<file path="src/rtl/ucr_pkg.sv">
// constants, offsets and carrier types for one uart channel
package ucr_pkg;

  // register offsets on the host port
  localparam logic [5:0] UCR_OFS_DATA    = 6'h00;
  localparam logic [5:0] UCR_OFS_IEN     = 6'h01;
  localparam logic [5:0] UCR_OFS_IID     = 6'h02;
  localparam logic [5:0] UCR_OFS_LINE    = 6'h03;
  localparam logic [5:0] UCR_OFS_MOUT    = 6'h04;
  localparam logic [5:0] UCR_OFS_LSTAT   = 6'h05;
  localparam logic [5:0] UCR_OFS_MIN     = 6'h06;
  localparam logic [5:0] UCR_OFS_SCRATCH = 6'h07;
  localparam logic [5:0] UCR_OFS_SHADOW0 = 6'h20;

  // field positions
  localparam int UCR_FCR_EN      = 0;
  localparam int UCR_FCR_RXRST   = 1;
  localparam int UCR_FCR_TXRST   = 2;
  localparam int UCR_MCR_DTR     = 0;
  localparam int UCR_MCR_RTS     = 1;
  localparam int UCR_MCR_AUXA    = 2;
  localparam int UCR_MCR_AUXB    = 3;
  localparam int UCR_MCR_LOOP    = 4;

  // interrupt identifiers, bits 3..1 of the identification byte
  localparam logic [2:0] UCR_ID_LINE = 3'h3;
  localparam logic [2:0] UCR_ID_RX   = 3'h2;
  localparam logic [2:0] UCR_ID_TX   = 3'h1;
  localparam logic [2:0] UCR_ID_MDM  = 3'h0;

  // timing and sizes
  localparam int         UCR_TX_DEPTH   = 8;
  localparam logic [3:0] UCR_OVERSAMPLE = 4'hF;
  localparam logic [3:0] UCR_MID_BIT    = 4'h7;
  localparam logic [7:0] UCR_ZERO_BYTE  = 8'h00;

  typedef struct packed {
    logic       divisor_bank_select;
    logic       send_break;
    logic       stick_parity;
    logic       parity_even;
    logic       parity_on;
    logic       stop_bit_count;
    logic       char_len_hi;
    logic       char_len_lo;
  } ucr_line_t;

  typedef struct packed {
    logic dcd;
    logic ri;
    logic dsr;
    logic cts;
  } ucr_modem_t;

  // gray coded along idle, start, data, parity, stop
  typedef enum logic [2:0] {
    UCR_IDLE  = 3'b000,
    UCR_START = 3'b001,
    UCR_DATA  = 3'b011,
    UCR_PAR   = 3'b010,
    UCR_STOP  = 3'b110
  } ucr_state_t;

endpackage : ucr_pkg

</file>
<file path="src/rtl/ucr_channel.sv">
// uart channel: host registers, transmit fifo, serializer and receiver
//
// Behaviour
// - activate bit clears on any power-on, host bus or soft reset.
// - serial output released (not driven) while activate bit is zero.
// - active and idle transmitter drives serial output high unless send break is set.
// - active and busy, loop and send break clear: serial output carries the transmit bit stream.
// - offset 0, bank clear: read gives received byte, write queues byte.
// - line setup bit 7 banks divisor low/high bytes onto offsets 0, 1.
// - offset 1 holds four interrupt enables; bits 7..4 read zero.
// - offset 2 read: pending low, id in 3..1, 5..4 zero, fifo flags.
// - non-fifo mode: fifo flags, top id bit, fifo error read zero.
// - offset 2 write: enable, rx reset, tx reset, mode, trigger.
// - transfer-mode select bit written as one has no effect.
// - every fifo setup write copied to shadow at 0x20 plus CHANNEL.
// - modem outputs: aux bits (no pin; ring and carrier status in loop), loop, rts and dtr.
// - line condition: ready, overrun, parity, framing, break, empties.
// - legacy mode: transmitter-empty follows shift register alone.
// - scratch byte stores writes; unavailable in legacy mode.
// - bit 0 is shifted first on transmit and receive.
`timescale 1ns/1ps
`default_nettype none

module ucr_fifo #(
  parameter int WIDTH = 8,
  parameter int DEPTH = 8
) (
  input  wire logic             clk,
  input  wire logic             srst,
  input  wire logic             flush,
  input  wire logic             in_valid,
  output logic                  in_ready,
  input  wire logic [WIDTH-1:0] in_data,
  output logic                  out_valid,
  input  wire logic             out_ready,
  output logic      [WIDTH-1:0] out_data
);
  localparam int AW = $clog2(DEPTH);
  logic [WIDTH-1:0] mem [DEPTH];
  logic [AW-1:0]    wp;
  logic [AW-1:0]    rp;
  logic [AW:0]      cnt;
  wire              push = in_valid & in_ready;
  wire              pop  = out_valid & out_ready;

  assign in_ready  = (cnt != (AW+1)'(DEPTH));
  assign out_valid = (cnt != '0);
  assign out_data  = mem[rp];

  always_ff @(posedge clk) begin
    if (push) begin
      mem[wp] <= in_data;
    end
  end

  always_ff @(posedge clk) begin
    if (srst || flush) begin
      wp  <= '0;
      rp  <= '0;
      cnt <= '0;
    end else begin
      if (push) wp <= (wp == AW'(DEPTH-1)) ? '0 : wp + AW'(1);
      if (pop)  rp <= (rp == AW'(DEPTH-1)) ? '0 : rp + AW'(1);
      cnt <= cnt + (AW+1)'(push) - (AW+1)'(pop);
    end
  end
endmodule : ucr_fifo

module ucr_channel #(
  parameter int         FIFO_DEPTH = ucr_pkg::UCR_TX_DEPTH,
  parameter logic [5:0] CHANNEL    = 6'h00
) (
  input  wire logic               clk,
  input  wire logic               srst,
  input  wire logic [5:0]         addr,
  input  wire logic [7:0]         wdata,
  input  wire logic               wr,
  input  wire logic               rd,
  output logic      [7:0]         rdata,
  input  wire logic               activate_wr,
  input  wire logic               activate_din,
  input  wire logic               standby_power_on_reset,
  input  wire logic               main_power_on_reset,
  input  wire logic               host_bus_reset,
  input  wire logic               soft_reset,
  input  wire logic               legacy_compat_mode,
  input  wire ucr_pkg::ucr_modem_t modem_in,
  input  wire logic               serial_in,
  output logic                    serial_out_channel_one,
  output logic                    serial_out_channel_one_oe,
  output logic                    rts_out,
  output logic                    dtr_out,
  output logic                    channel_active,
  output logic      [7:0]         fifo_setup_shadow
);
  import ucr_pkg::*;

  // -------------------------------------------------------------------
  // registers
  // -------------------------------------------------------------------
  ucr_line_t   line_setup;
  logic [15:0] divisor;
  logic [3:0]  interrupt_enables;
  logic        fifo_on;
  logic [2:0]  iir_id;
  logic [4:0]  modem_outputs;
  logic [7:0]  scratch_byte;
  logic [7:0]  receive_buffer;
  logic        rx_byte_present;
  logic        overrun;
  logic        parity_fault;
  logic        framing_fault;
  logic        break_seen;
  logic        tx_space_pending;
  logic        tx_empty_q;
  ucr_modem_t  modem_q;
  logic        cts_changed;
  logic        dsr_changed;
  logic        ring_trailing_edge;
  logic        carrier_changed;

  // -------------------------------------------------------------------
  // decode
  // -------------------------------------------------------------------
  wire bank     = line_setup.divisor_bank_select;
  wire loop     = modem_outputs[UCR_MCR_LOOP];
  wire wr_thr   = wr & (addr == UCR_OFS_DATA) & ~bank;
  wire wr_dll   = wr & (addr == UCR_OFS_DATA) & bank;
  wire wr_dlm   = wr & (addr == UCR_OFS_IEN) & bank;
  wire wr_ier   = wr & (addr == UCR_OFS_IEN) & ~bank;
  wire wr_fcr   = wr & (addr == UCR_OFS_IID);
  wire wr_lcr   = wr & (addr == UCR_OFS_LINE);
  wire wr_mcr   = wr & (addr == UCR_OFS_MOUT);
  wire wr_scr   = wr & (addr == UCR_OFS_SCRATCH) & ~legacy_compat_mode;
  wire rd_rbr   = rd & (addr == UCR_OFS_DATA) & ~bank;
  wire rd_iir   = rd & (addr == UCR_OFS_IID);
  wire rd_lsr   = rd & (addr == UCR_OFS_LSTAT);
  wire rd_msr   = rd & (addr == UCR_OFS_MIN);
  wire rx_flush = wr_fcr & (wdata[UCR_FCR_RXRST] | (wdata[UCR_FCR_EN] != fifo_on));
  wire tx_flush = wr_fcr & (wdata[UCR_FCR_TXRST] | (wdata[UCR_FCR_EN] != fifo_on));
  wire any_rst  = standby_power_on_reset | main_power_on_reset
                | host_bus_reset | soft_reset;

  // -------------------------------------------------------------------
  // transmit fifo
  // -------------------------------------------------------------------
  logic       f_out_valid;
  logic [7:0] f_out_data;
  logic       tx_pop;
  // without fifo mode the queue holds one byte; a write with no room is lost
  wire        tx_accept = wr_thr & (fifo_on | ~f_out_valid);

  ucr_fifo #(.WIDTH(8), .DEPTH(FIFO_DEPTH)) u_txq (
    .clk       (clk),
    .srst      (srst),
    .flush     (tx_flush),
    .in_valid  (tx_accept),
    .in_ready  (),
    .in_data   (wdata),
    .out_valid (f_out_valid),
    .out_ready (tx_pop),
    .out_data  (f_out_data)
  );

  // -------------------------------------------------------------------
  // baud tick at sixteen times the bit rate
  // -------------------------------------------------------------------
  logic [15:0] bcnt;
  wire         tick = (divisor != 16'h0000)
                   && (bcnt <= 16'h0001 || bcnt > divisor);

  always_ff @(posedge clk) begin
    if (srst) bcnt <= 16'h0000;
    else      bcnt <= tick ? divisor : bcnt - 16'h0001;
  end

  // parity bit for the selected character length
  function automatic logic par_of(input logic [7:0] d, input ucr_line_t l);
    logic [7:0] m;
    m = d & (8'hFF >> (2'h3 - {l.char_len_hi, l.char_len_lo}));
    return l.stick_parity ? ~l.parity_even
                          : (l.parity_even ? ^m : ~^m);
  endfunction : par_of

  wire [2:0] last_bit = 3'h4 + {1'b0, line_setup.char_len_hi,
                                line_setup.char_len_lo};

  // -------------------------------------------------------------------
  // transmitter
  // -------------------------------------------------------------------
  ucr_state_t tx_st;
  logic [3:0] tx_sub;
  logic [2:0] tx_bit;
  logic [7:0] tx_sh;
  logic       tx_par;
  logic       tx_stop2;
  wire        tx_bit_end = tick & (tx_sub == UCR_OVERSAMPLE);

  assign tx_pop = (tx_st == UCR_IDLE) & f_out_valid;

  always_ff @(posedge clk) begin
    if (srst) begin
      tx_st    <= UCR_IDLE;
      tx_sub   <= 4'h0;
      tx_bit   <= 3'h0;
      tx_sh    <= UCR_ZERO_BYTE;
      tx_par   <= 1'b0;
      tx_stop2 <= 1'b0;
    end else begin
      if (tick) tx_sub <= tx_sub + 4'h1;
      case (tx_st)
        UCR_IDLE: begin
          if (f_out_valid) begin
            tx_st  <= UCR_START;
            tx_sh  <= f_out_data;
            tx_par <= par_of(f_out_data, line_setup);
            tx_sub <= 4'h0;
          end
        end
        UCR_START: begin
          if (tx_bit_end) begin
            tx_st  <= UCR_DATA;
            tx_bit <= 3'h0;
          end
        end
        UCR_DATA: begin
          if (tx_bit_end) begin
            tx_sh  <= {1'b0, tx_sh[7:1]};
            tx_bit <= tx_bit + 3'h1;
            if (tx_bit == last_bit) begin
              tx_st    <= line_setup.parity_on ? UCR_PAR : UCR_STOP;
              tx_stop2 <= line_setup.stop_bit_count;
            end
          end
        end
        UCR_PAR: begin
          if (tx_bit_end) tx_st <= UCR_STOP;
        end
        UCR_STOP: begin
          if (tx_bit_end) begin
            tx_stop2 <= 1'b0;
            if (!tx_stop2) tx_st <= UCR_IDLE;
          end
        end
        default: tx_st <= UCR_IDLE;
      endcase
    end
  end

  logic tx_line;
  always_comb begin
    case (tx_st)
      UCR_START: tx_line = 1'b0;
      UCR_DATA:  tx_line = tx_sh[0];
      UCR_PAR:   tx_line = tx_par;
      default:   tx_line = 1'b1;
    endcase
  end

  // -------------------------------------------------------------------
  // serial pin and activate bit
  // -------------------------------------------------------------------
  always_ff @(posedge clk) begin
    if (srst || any_rst) channel_active <= 1'b0;
    else if (activate_wr) channel_active <= activate_din;
  end

  // in loopback the pin idles high unless send break is set; the stream turns inward
  assign serial_out_channel_one    = line_setup.send_break ? 1'b0
                                   : (loop ? 1'b1 : tx_line);
  assign serial_out_channel_one_oe = channel_active;

  // -------------------------------------------------------------------
  // receiver
  // -------------------------------------------------------------------
  ucr_state_t rx_st;
  logic [3:0] rx_sub;
  logic [2:0] rx_bit;
  logic [7:0] rx_sh;
  logic       rx_pbad;
  logic       rx_pzero;
  logic       rx_done;
  logic       rx_fe;
  logic       rx_bi;
  wire        rx_in      = loop ? tx_line : serial_in;
  wire        rx_sample  = tick & (rx_sub == UCR_OVERSAMPLE);

  always_ff @(posedge clk) begin
    if (srst) begin
      rx_st    <= UCR_IDLE;
      rx_sub   <= 4'h0;
      rx_bit   <= 3'h0;
      rx_sh    <= UCR_ZERO_BYTE;
      rx_pbad  <= 1'b0;
      rx_pzero <= 1'b1;
      rx_done  <= 1'b0;
      rx_fe    <= 1'b0;
      rx_bi    <= 1'b0;
    end else begin
      rx_done <= 1'b0;
      if (tick) rx_sub <= rx_sub + 4'h1;
      case (rx_st)
        UCR_IDLE: begin
          if (!rx_in) begin
            rx_st    <= UCR_START;
            rx_sub   <= 4'h0;
            rx_sh    <= UCR_ZERO_BYTE;
            rx_pbad  <= 1'b0;
            rx_pzero <= 1'b1;
          end
        end
        UCR_START: begin
          // realign to mid-bit; a glitch shorter than half a bit is dropped
          if (tick && rx_sub == UCR_MID_BIT) begin
            rx_st  <= rx_in ? UCR_IDLE : UCR_DATA;
            rx_sub <= 4'h0;
            rx_bit <= 3'h0;
          end
        end
        UCR_DATA: begin
          if (rx_sample) begin
            rx_sh[rx_bit] <= rx_in;
            rx_bit        <= rx_bit + 3'h1;
            if (rx_bit == last_bit)
              rx_st <= line_setup.parity_on ? UCR_PAR : UCR_STOP;
          end
        end
        UCR_PAR: begin
          if (rx_sample) begin
            rx_pbad  <= (rx_in != par_of(rx_sh, line_setup));
            rx_pzero <= ~rx_in;
            rx_st    <= UCR_STOP;
          end
        end
        UCR_STOP: begin
          if (rx_sample) begin
            rx_fe   <= ~rx_in;
            rx_bi   <= ~rx_in & (rx_sh == UCR_ZERO_BYTE) & rx_pzero;
            rx_done <= 1'b1;
            rx_st   <= UCR_IDLE;
          end
        end
        default: rx_st <= UCR_IDLE;
      endcase
    end
  end

  // -------------------------------------------------------------------
  // status flags: a setting event wins over a clear in the same cycle
  // -------------------------------------------------------------------
  wire tx_empty = ~f_out_valid;
  ucr_modem_t m_eff;
  assign m_eff = loop ? ucr_modem_t'({modem_outputs[UCR_MCR_AUXB],
                                      modem_outputs[UCR_MCR_AUXA],
                                      modem_outputs[UCR_MCR_DTR],
                                      modem_outputs[UCR_MCR_RTS]})
                      : modem_in;

  always_ff @(posedge clk) begin
    if (srst) begin
      receive_buffer     <= UCR_ZERO_BYTE;
      rx_byte_present    <= 1'b0;
      overrun            <= 1'b0;
      parity_fault       <= 1'b0;
      framing_fault      <= 1'b0;
      break_seen         <= 1'b0;
      tx_space_pending   <= 1'b0;
      tx_empty_q         <= 1'b1;
      modem_q            <= '0;
      cts_changed        <= 1'b0;
      dsr_changed        <= 1'b0;
      ring_trailing_edge <= 1'b0;
      carrier_changed    <= 1'b0;
    end else begin
      if (rx_done) receive_buffer <= rx_sh;
      rx_byte_present <= rx_done | (rx_byte_present & ~rd_rbr & ~rx_flush);
      overrun       <= (rx_done & rx_byte_present & ~rd_rbr) | (overrun & ~rd_lsr);
      parity_fault  <= (rx_done & rx_pbad) | (parity_fault & ~rd_lsr);
      framing_fault <= (rx_done & rx_fe) | (framing_fault & ~rd_lsr);
      break_seen    <= (rx_done & rx_bi) | (break_seen & ~rd_lsr);
      tx_empty_q    <= tx_empty;
      tx_space_pending <= (tx_empty & ~tx_empty_q)
                        | (tx_space_pending & ~tx_accept
                           & ~(rd_iir & (iir_id == UCR_ID_TX)));
      modem_q <= m_eff;
      cts_changed     <= (m_eff.cts != modem_q.cts) | (cts_changed & ~rd_msr);
      dsr_changed     <= (m_eff.dsr != modem_q.dsr) | (dsr_changed & ~rd_msr);
      ring_trailing_edge <= (modem_q.ri & ~m_eff.ri)
                          | (ring_trailing_edge & ~rd_msr);
      carrier_changed <= (m_eff.dcd != modem_q.dcd)
                       | (carrier_changed & ~rd_msr);
    end
  end

  // -------------------------------------------------------------------
  // interrupt identification, highest priority first
  // -------------------------------------------------------------------
  wire line_err = overrun | parity_fault | framing_fault | break_seen;
  wire int_line = interrupt_enables[2] & line_err;
  wire int_rx   = interrupt_enables[0] & rx_byte_present;
  wire int_tx   = interrupt_enables[1] & tx_space_pending;
  wire int_mdm  = interrupt_enables[3] & (cts_changed | dsr_changed
                  | ring_trailing_edge | carrier_changed);
  wire pending  = int_line | int_rx | int_tx | int_mdm;
  assign iir_id = int_line ? UCR_ID_LINE : int_rx ? UCR_ID_RX
                : int_tx ? UCR_ID_TX : UCR_ID_MDM;

  // no character timeout, so the top id bit reads zero
  wire [7:0] iir_val = {{2{fifo_on}}, 2'b00, iir_id, ~pending};
  wire tx_all_empty  = legacy_compat_mode ? (tx_st == UCR_IDLE)
                     : tx_empty & (tx_st == UCR_IDLE);
  wire [7:0] lsr_val = {fifo_on & (parity_fault | framing_fault | break_seen),
                        tx_all_empty, tx_empty, break_seen, framing_fault,
                        parity_fault, overrun, rx_byte_present};
  wire [7:0] msr_val = {modem_q.dcd, modem_q.ri, modem_q.dsr, modem_q.cts,
                        carrier_changed, ring_trailing_edge,
                        dsr_changed, cts_changed};

  // -------------------------------------------------------------------
  // register writes
  // -------------------------------------------------------------------
  always_ff @(posedge clk) begin
    if (srst) begin
      line_setup        <= '0;
      divisor           <= 16'h0000;
      interrupt_enables <= 4'h0;
      fifo_on           <= 1'b0;
      modem_outputs     <= 5'h00;
      scratch_byte      <= UCR_ZERO_BYTE;
      fifo_setup_shadow <= UCR_ZERO_BYTE;
    end else begin
      if (wr_lcr) line_setup <= ucr_line_t'(wdata);
      if (wr_dll) divisor[7:0]  <= wdata;
      if (wr_dlm) divisor[15:8] <= wdata;
      if (wr_ier) interrupt_enables <= wdata[3:0];
      if (wr_fcr) begin
        // only the enable is kept: no dma mode, no receive fifo to trigger
        fifo_on           <= wdata[UCR_FCR_EN];
        fifo_setup_shadow <= wdata;
      end
      if (wr_mcr) modem_outputs <= wdata[4:0];
      if (wr_scr) scratch_byte  <= wdata;
    end
  end

  // aux bits drive no pin; loopback holds the modem lines inactive
  assign rts_out = modem_outputs[UCR_MCR_RTS] & ~loop;
  assign dtr_out = modem_outputs[UCR_MCR_DTR] & ~loop;

  // -------------------------------------------------------------------
  // read mux, answer in the following cycle
  // -------------------------------------------------------------------
  logic [7:0] rd_mux;
  always_comb begin
    if (addr == UCR_OFS_DATA)
      rd_mux = bank ? divisor[7:0] : receive_buffer;
    else if (addr == UCR_OFS_IEN)
      rd_mux = bank ? divisor[15:8] : {4'h0, interrupt_enables};
    else if (addr == UCR_OFS_IID)
      rd_mux = iir_val;
    else if (addr == UCR_OFS_LINE)
      rd_mux = line_setup;
    else if (addr == UCR_OFS_MOUT)
      rd_mux = {3'h0, modem_outputs};
    else if (addr == UCR_OFS_LSTAT)
      rd_mux = lsr_val;
    else if (addr == UCR_OFS_MIN)
      rd_mux = msr_val;
    else if (addr == UCR_OFS_SCRATCH)
      rd_mux = legacy_compat_mode ? UCR_ZERO_BYTE : scratch_byte;
    else if (addr == UCR_OFS_SHADOW0 + CHANNEL)
      rd_mux = fifo_setup_shadow;
    else
      rd_mux = UCR_ZERO_BYTE;
  end

  always_ff @(posedge clk) begin
    if (srst)    rdata <= UCR_ZERO_BYTE;
    else if (rd) rdata <= rd_mux;
  end

endmodule : ucr_channel

`default_nettype wire

</file>
<file path="config.mk">
export PLATFORM = sky130hd
export DESIGN_NAME = ucr_channel
export DESIGN_NICKNAME = d
export VERILOG_FILES = /design/src/rtl/ucr_pkg.sv /design/src/rtl/ucr_channel.sv
export SDC_FILE = /design/constraint.sdc
export NUM_CORES = 1
export LEC_CHECK = 0
export BUFFER_PORTS_ARGS = -buffer_cell sky130_fd_sc_hd__buf_2
export CAP_MARGIN = 20
export CELL_PAD_IN_SITES_DETAIL_PLACEMENT = 2
export CELL_PAD_IN_SITES_GLOBAL_PLACEMENT = 2
export CORE_MARGIN = 1
export CORE_UTILIZATION = 36
export CTS_CLUSTER_SIZE = 30
export DETAILED_ROUTE_END_ITERATION = 12
export PLACE_DENSITY_LB_ADDON = 0.1
export SLEW_MARGIN = 20
export SYNTH_ARGS = -nofsm -noshare
export SYNTH_HDL_FRONTEND = slang
export SYNTH_SLANG_ARGS = --single-unit
</file>
<file path="constraint.sdc">
create_clock -name clk -period 3 [get_ports clk]
set_input_delay 0.3 -clock clk [delete_from_list [all_inputs] [get_ports clk]]
set_output_delay 0.3 -clock clk [all_outputs]
set_load 0.1 [all_outputs]
</file>
==> results.ini <==
[sta]
period_share_pct=92.8
worst_pin_slew_ps=1050
setup_slack_ps=217
clock.fmax_mhz=359
finalSetupViolations=0
finalMaxSlewViolations=0
skew_ps=13.9
hold_violations=0
tns_ps=0
slew_headroom_pct=29.8
rsz0062_at_grt=false
fin_crit_ps=2780
holdWs_ps=34.8

[cells_and_area]
final_cells=1572
drive_above_1_share_pct=15.5
ff_latch_area_um2=4990
area_growth_pct=17.9
design_area_um2=12500
n_antenna_cell=0
final_util_pct=43.3
nNetsFinal=1234
n_fill_cell=3152
multiInputGateArea_um2=5210

[clock_network]
cts_buffers=27
cts.clk_slew.worst_paths_ps=60
clk_latency_ps=560
htree_levels=1
cts_tree=built
cts-root-buf=clkbuf_16
clock-sinks=217
clk_path_buf_depth=3

[synthesis]
synth_edf_count=64
yosys_warnings=0
syn_inst=1084
syn_nets=1149
synth_top_cell_area_share_pct=28.9
syn-mean-instance-area_um2=9.77
yosysUniqueCellTypes=74
yosys_register_bits=217
synthArstFlopShare_pct=0
yosysMostFrequentCell=dfxtp_1
yosys-top-cells-area=dfxtp_1, edfxtp_1, mux2i_1, nor2_1, ha_1
synth_area_um2=10600
netlist_top_cells_count=dfxtp_1, nor2_1, nand2_1, a21oi_1, mux2i_1
synth-seq-area-share_pct=47.1
yosysTopAreaCell=dfxtp_1
synthFlopType=dfxtp_1

[power]
seq_power_share_pct=37.5
vdd_drop_max_uv=479
pwr-share-comb_pct=25.8
swShare_pct=32.0
p_leak_nw=4.72
cellPowerDensity_nw_per_um2=729
clkPwrFrac_pct=36.7
power.internal_mw=6.19
p_sw_mw=2.91
total_power_mw=9.10

[grt]
grt_pass1_vias=9544
grt-ovfl-total=0
grt_pass1_wl_mm=58.3
antenna_found_initial=0
grt_usage_pct=25.2
grt_max_degree=91

[outcome]
status=finished, final reports clean

[placed_design]
dp.cells=1522
place_area_um2=11600
gp_congestion=0.830
port_buffers=50
pre_cts_ws_ps=175
hpwl_mm=26.6

[route]
wl_per_cell_um=23.8
vias_per_cell=5.59
drt_iter0_drc=534
wirelength_mm=37.4
drc=0
antenna_left=0
vias=8789
first_pass_iters=5

[setup_path]
crit_type=flip-flop to flip-flop
crit_path_end_kind=flip-flop
critPathRequiredTime_ps=3440
critical_path_arrival_ps=3220
crit_path_start_kind=flip-flop
worstPathMaxFanout=10

[min_path]
hp-class=primary input to flip-flop

[floorplan]
fp.dieArea_um2=30100
design.portCount=51
initial_core_util_pct=36.7
die_y_um=174
row_count=62
die_w_um=174
coreArea_um2=28900

[job]
cap_violations=0

[power groups by stage]
stage | Sequential [mW] | Combinational [mW] | Clock [mW]
2_1_floorplan | 3.43 | 1.60 | 0
3_3_place_gp | 3.46 | 2.23 | 0
3_5_place_dp | 3.47 | 2.34 | 0
4_1_cts | 3.41 | 2.38 | 3.40
5_1_grt | 3.44 | 2.60 | 3.52
6_report | 3.41 | 2.35 | 3.34
[timing repair]
action / in CTS / in global routing
endpoints found under the hold margin: 1 / 0
resized for setup: 0 / 3
setup buffers: 0 / 0
hold buffers: 2 / 0
endpoints found under the setup margin: 0 / 6
[critical path, stage by stage, from the launching register on]
cell	delay (ps)
dfxtp_1	430
inv_1	110
ha_1	320
a21o_1	160
a21o_1	170
a21oi_1	150
a21boi_0	130
buf_4	160
o21ai_2	290
nand2_8	140
and4_1	290
a221o_1	320
[cells by family (layout without fill, tap and decap cells)]
logic type      after synthesis  count (layout)  share of synthesized area, %
mux                          95              95                          10.3
xor+xnor                     40              40                          3.31
buf+inv                     100             204                          3.77
compound gates              227             227                          14.8
fa+ha+maj                    35              35                          4.21
simple gates                370             370                          16.6
flops                       217             217                          47.1
[final cells by class]
class,instances,share of cell area (%)
inverter,43,1.29
sequential,217,39.9
multi-input combinational,767,41.7
timing repair buffer,113,5.95
clock inverter,11,0.952
clock buffer,37,6.28
tap,384,3.85
[metal layers]
layer / share of wire (%) / GRT usage, % / wire (um) / up-vias
met5: 0 / 0 / 0 / -
met4: 2.1 / 6.45 / 770 / 0
met3: 3.1 / 2.43 / 1160 / 51
met2: 47 / 42.0 / 17600 / 135
met1: 48 / 34.8 / 17900 / 4482
li1: - / - / - / 4121
[cell usage in the layout (no fill, tap or decap), drive strengths merged, types with 28 or more instances in the layout]
| cell type | netlist | routed |
|---|---|---|
| inv | 43 | 45 |
| buf | 16 | 111 |
| nor3 | 28 | 28 |
| dfxtp | 153 | 153 |
| nand3 | 34 | 34 |
| ha | 34 | 34 |
| mux2i | 81 | 81 |
| nand2 | 104 | 104 |
| nor2 | 126 | 126 |
| a21oi | 84 | 84 |
| edfxtp | 64 | 64 |
| clkbuf | 41 | 37 |
[sequential cells by signal, indices dropped and copies added (netlist names), 4 cells and up, named ones only]
signal / cells
u_txq.cnt: 4
bcnt: 16
tx_sh: 8
divisor: 16
fifo_setup_shadow: 8
modem_q: 4
scratch_byte: 8
line_setup: 7
modem_outputs: 5
tx_sub: 4
rdata: 8
interrupt_enables: 4
receive_buffer: 8
rx_sub: 4
u_txq.mem: 64
rx_sh: 8
[path summary, 6_finish.rpt]
kind	start	end	slack, ps	cells after the start
min reg2reg	scratch_byte[4]$_SDFFE_PP0P_	scratch_byte[4]$_SDFFE_PP0P_	470	2
max reg2reg	divisor[5]$_SDFFE_PP0P_	rx_sh[5]$_SDFFE_PP0P_	220	11
max	divisor[5]$_SDFFE_PP0P_	rx_sh[5]$_SDFFE_PP0P_	220	11
min	modem_in[1]	modem_q[1]$_SDFF_PP0_	30	3
Note: power is estimated with default switching activity, not from simulation.
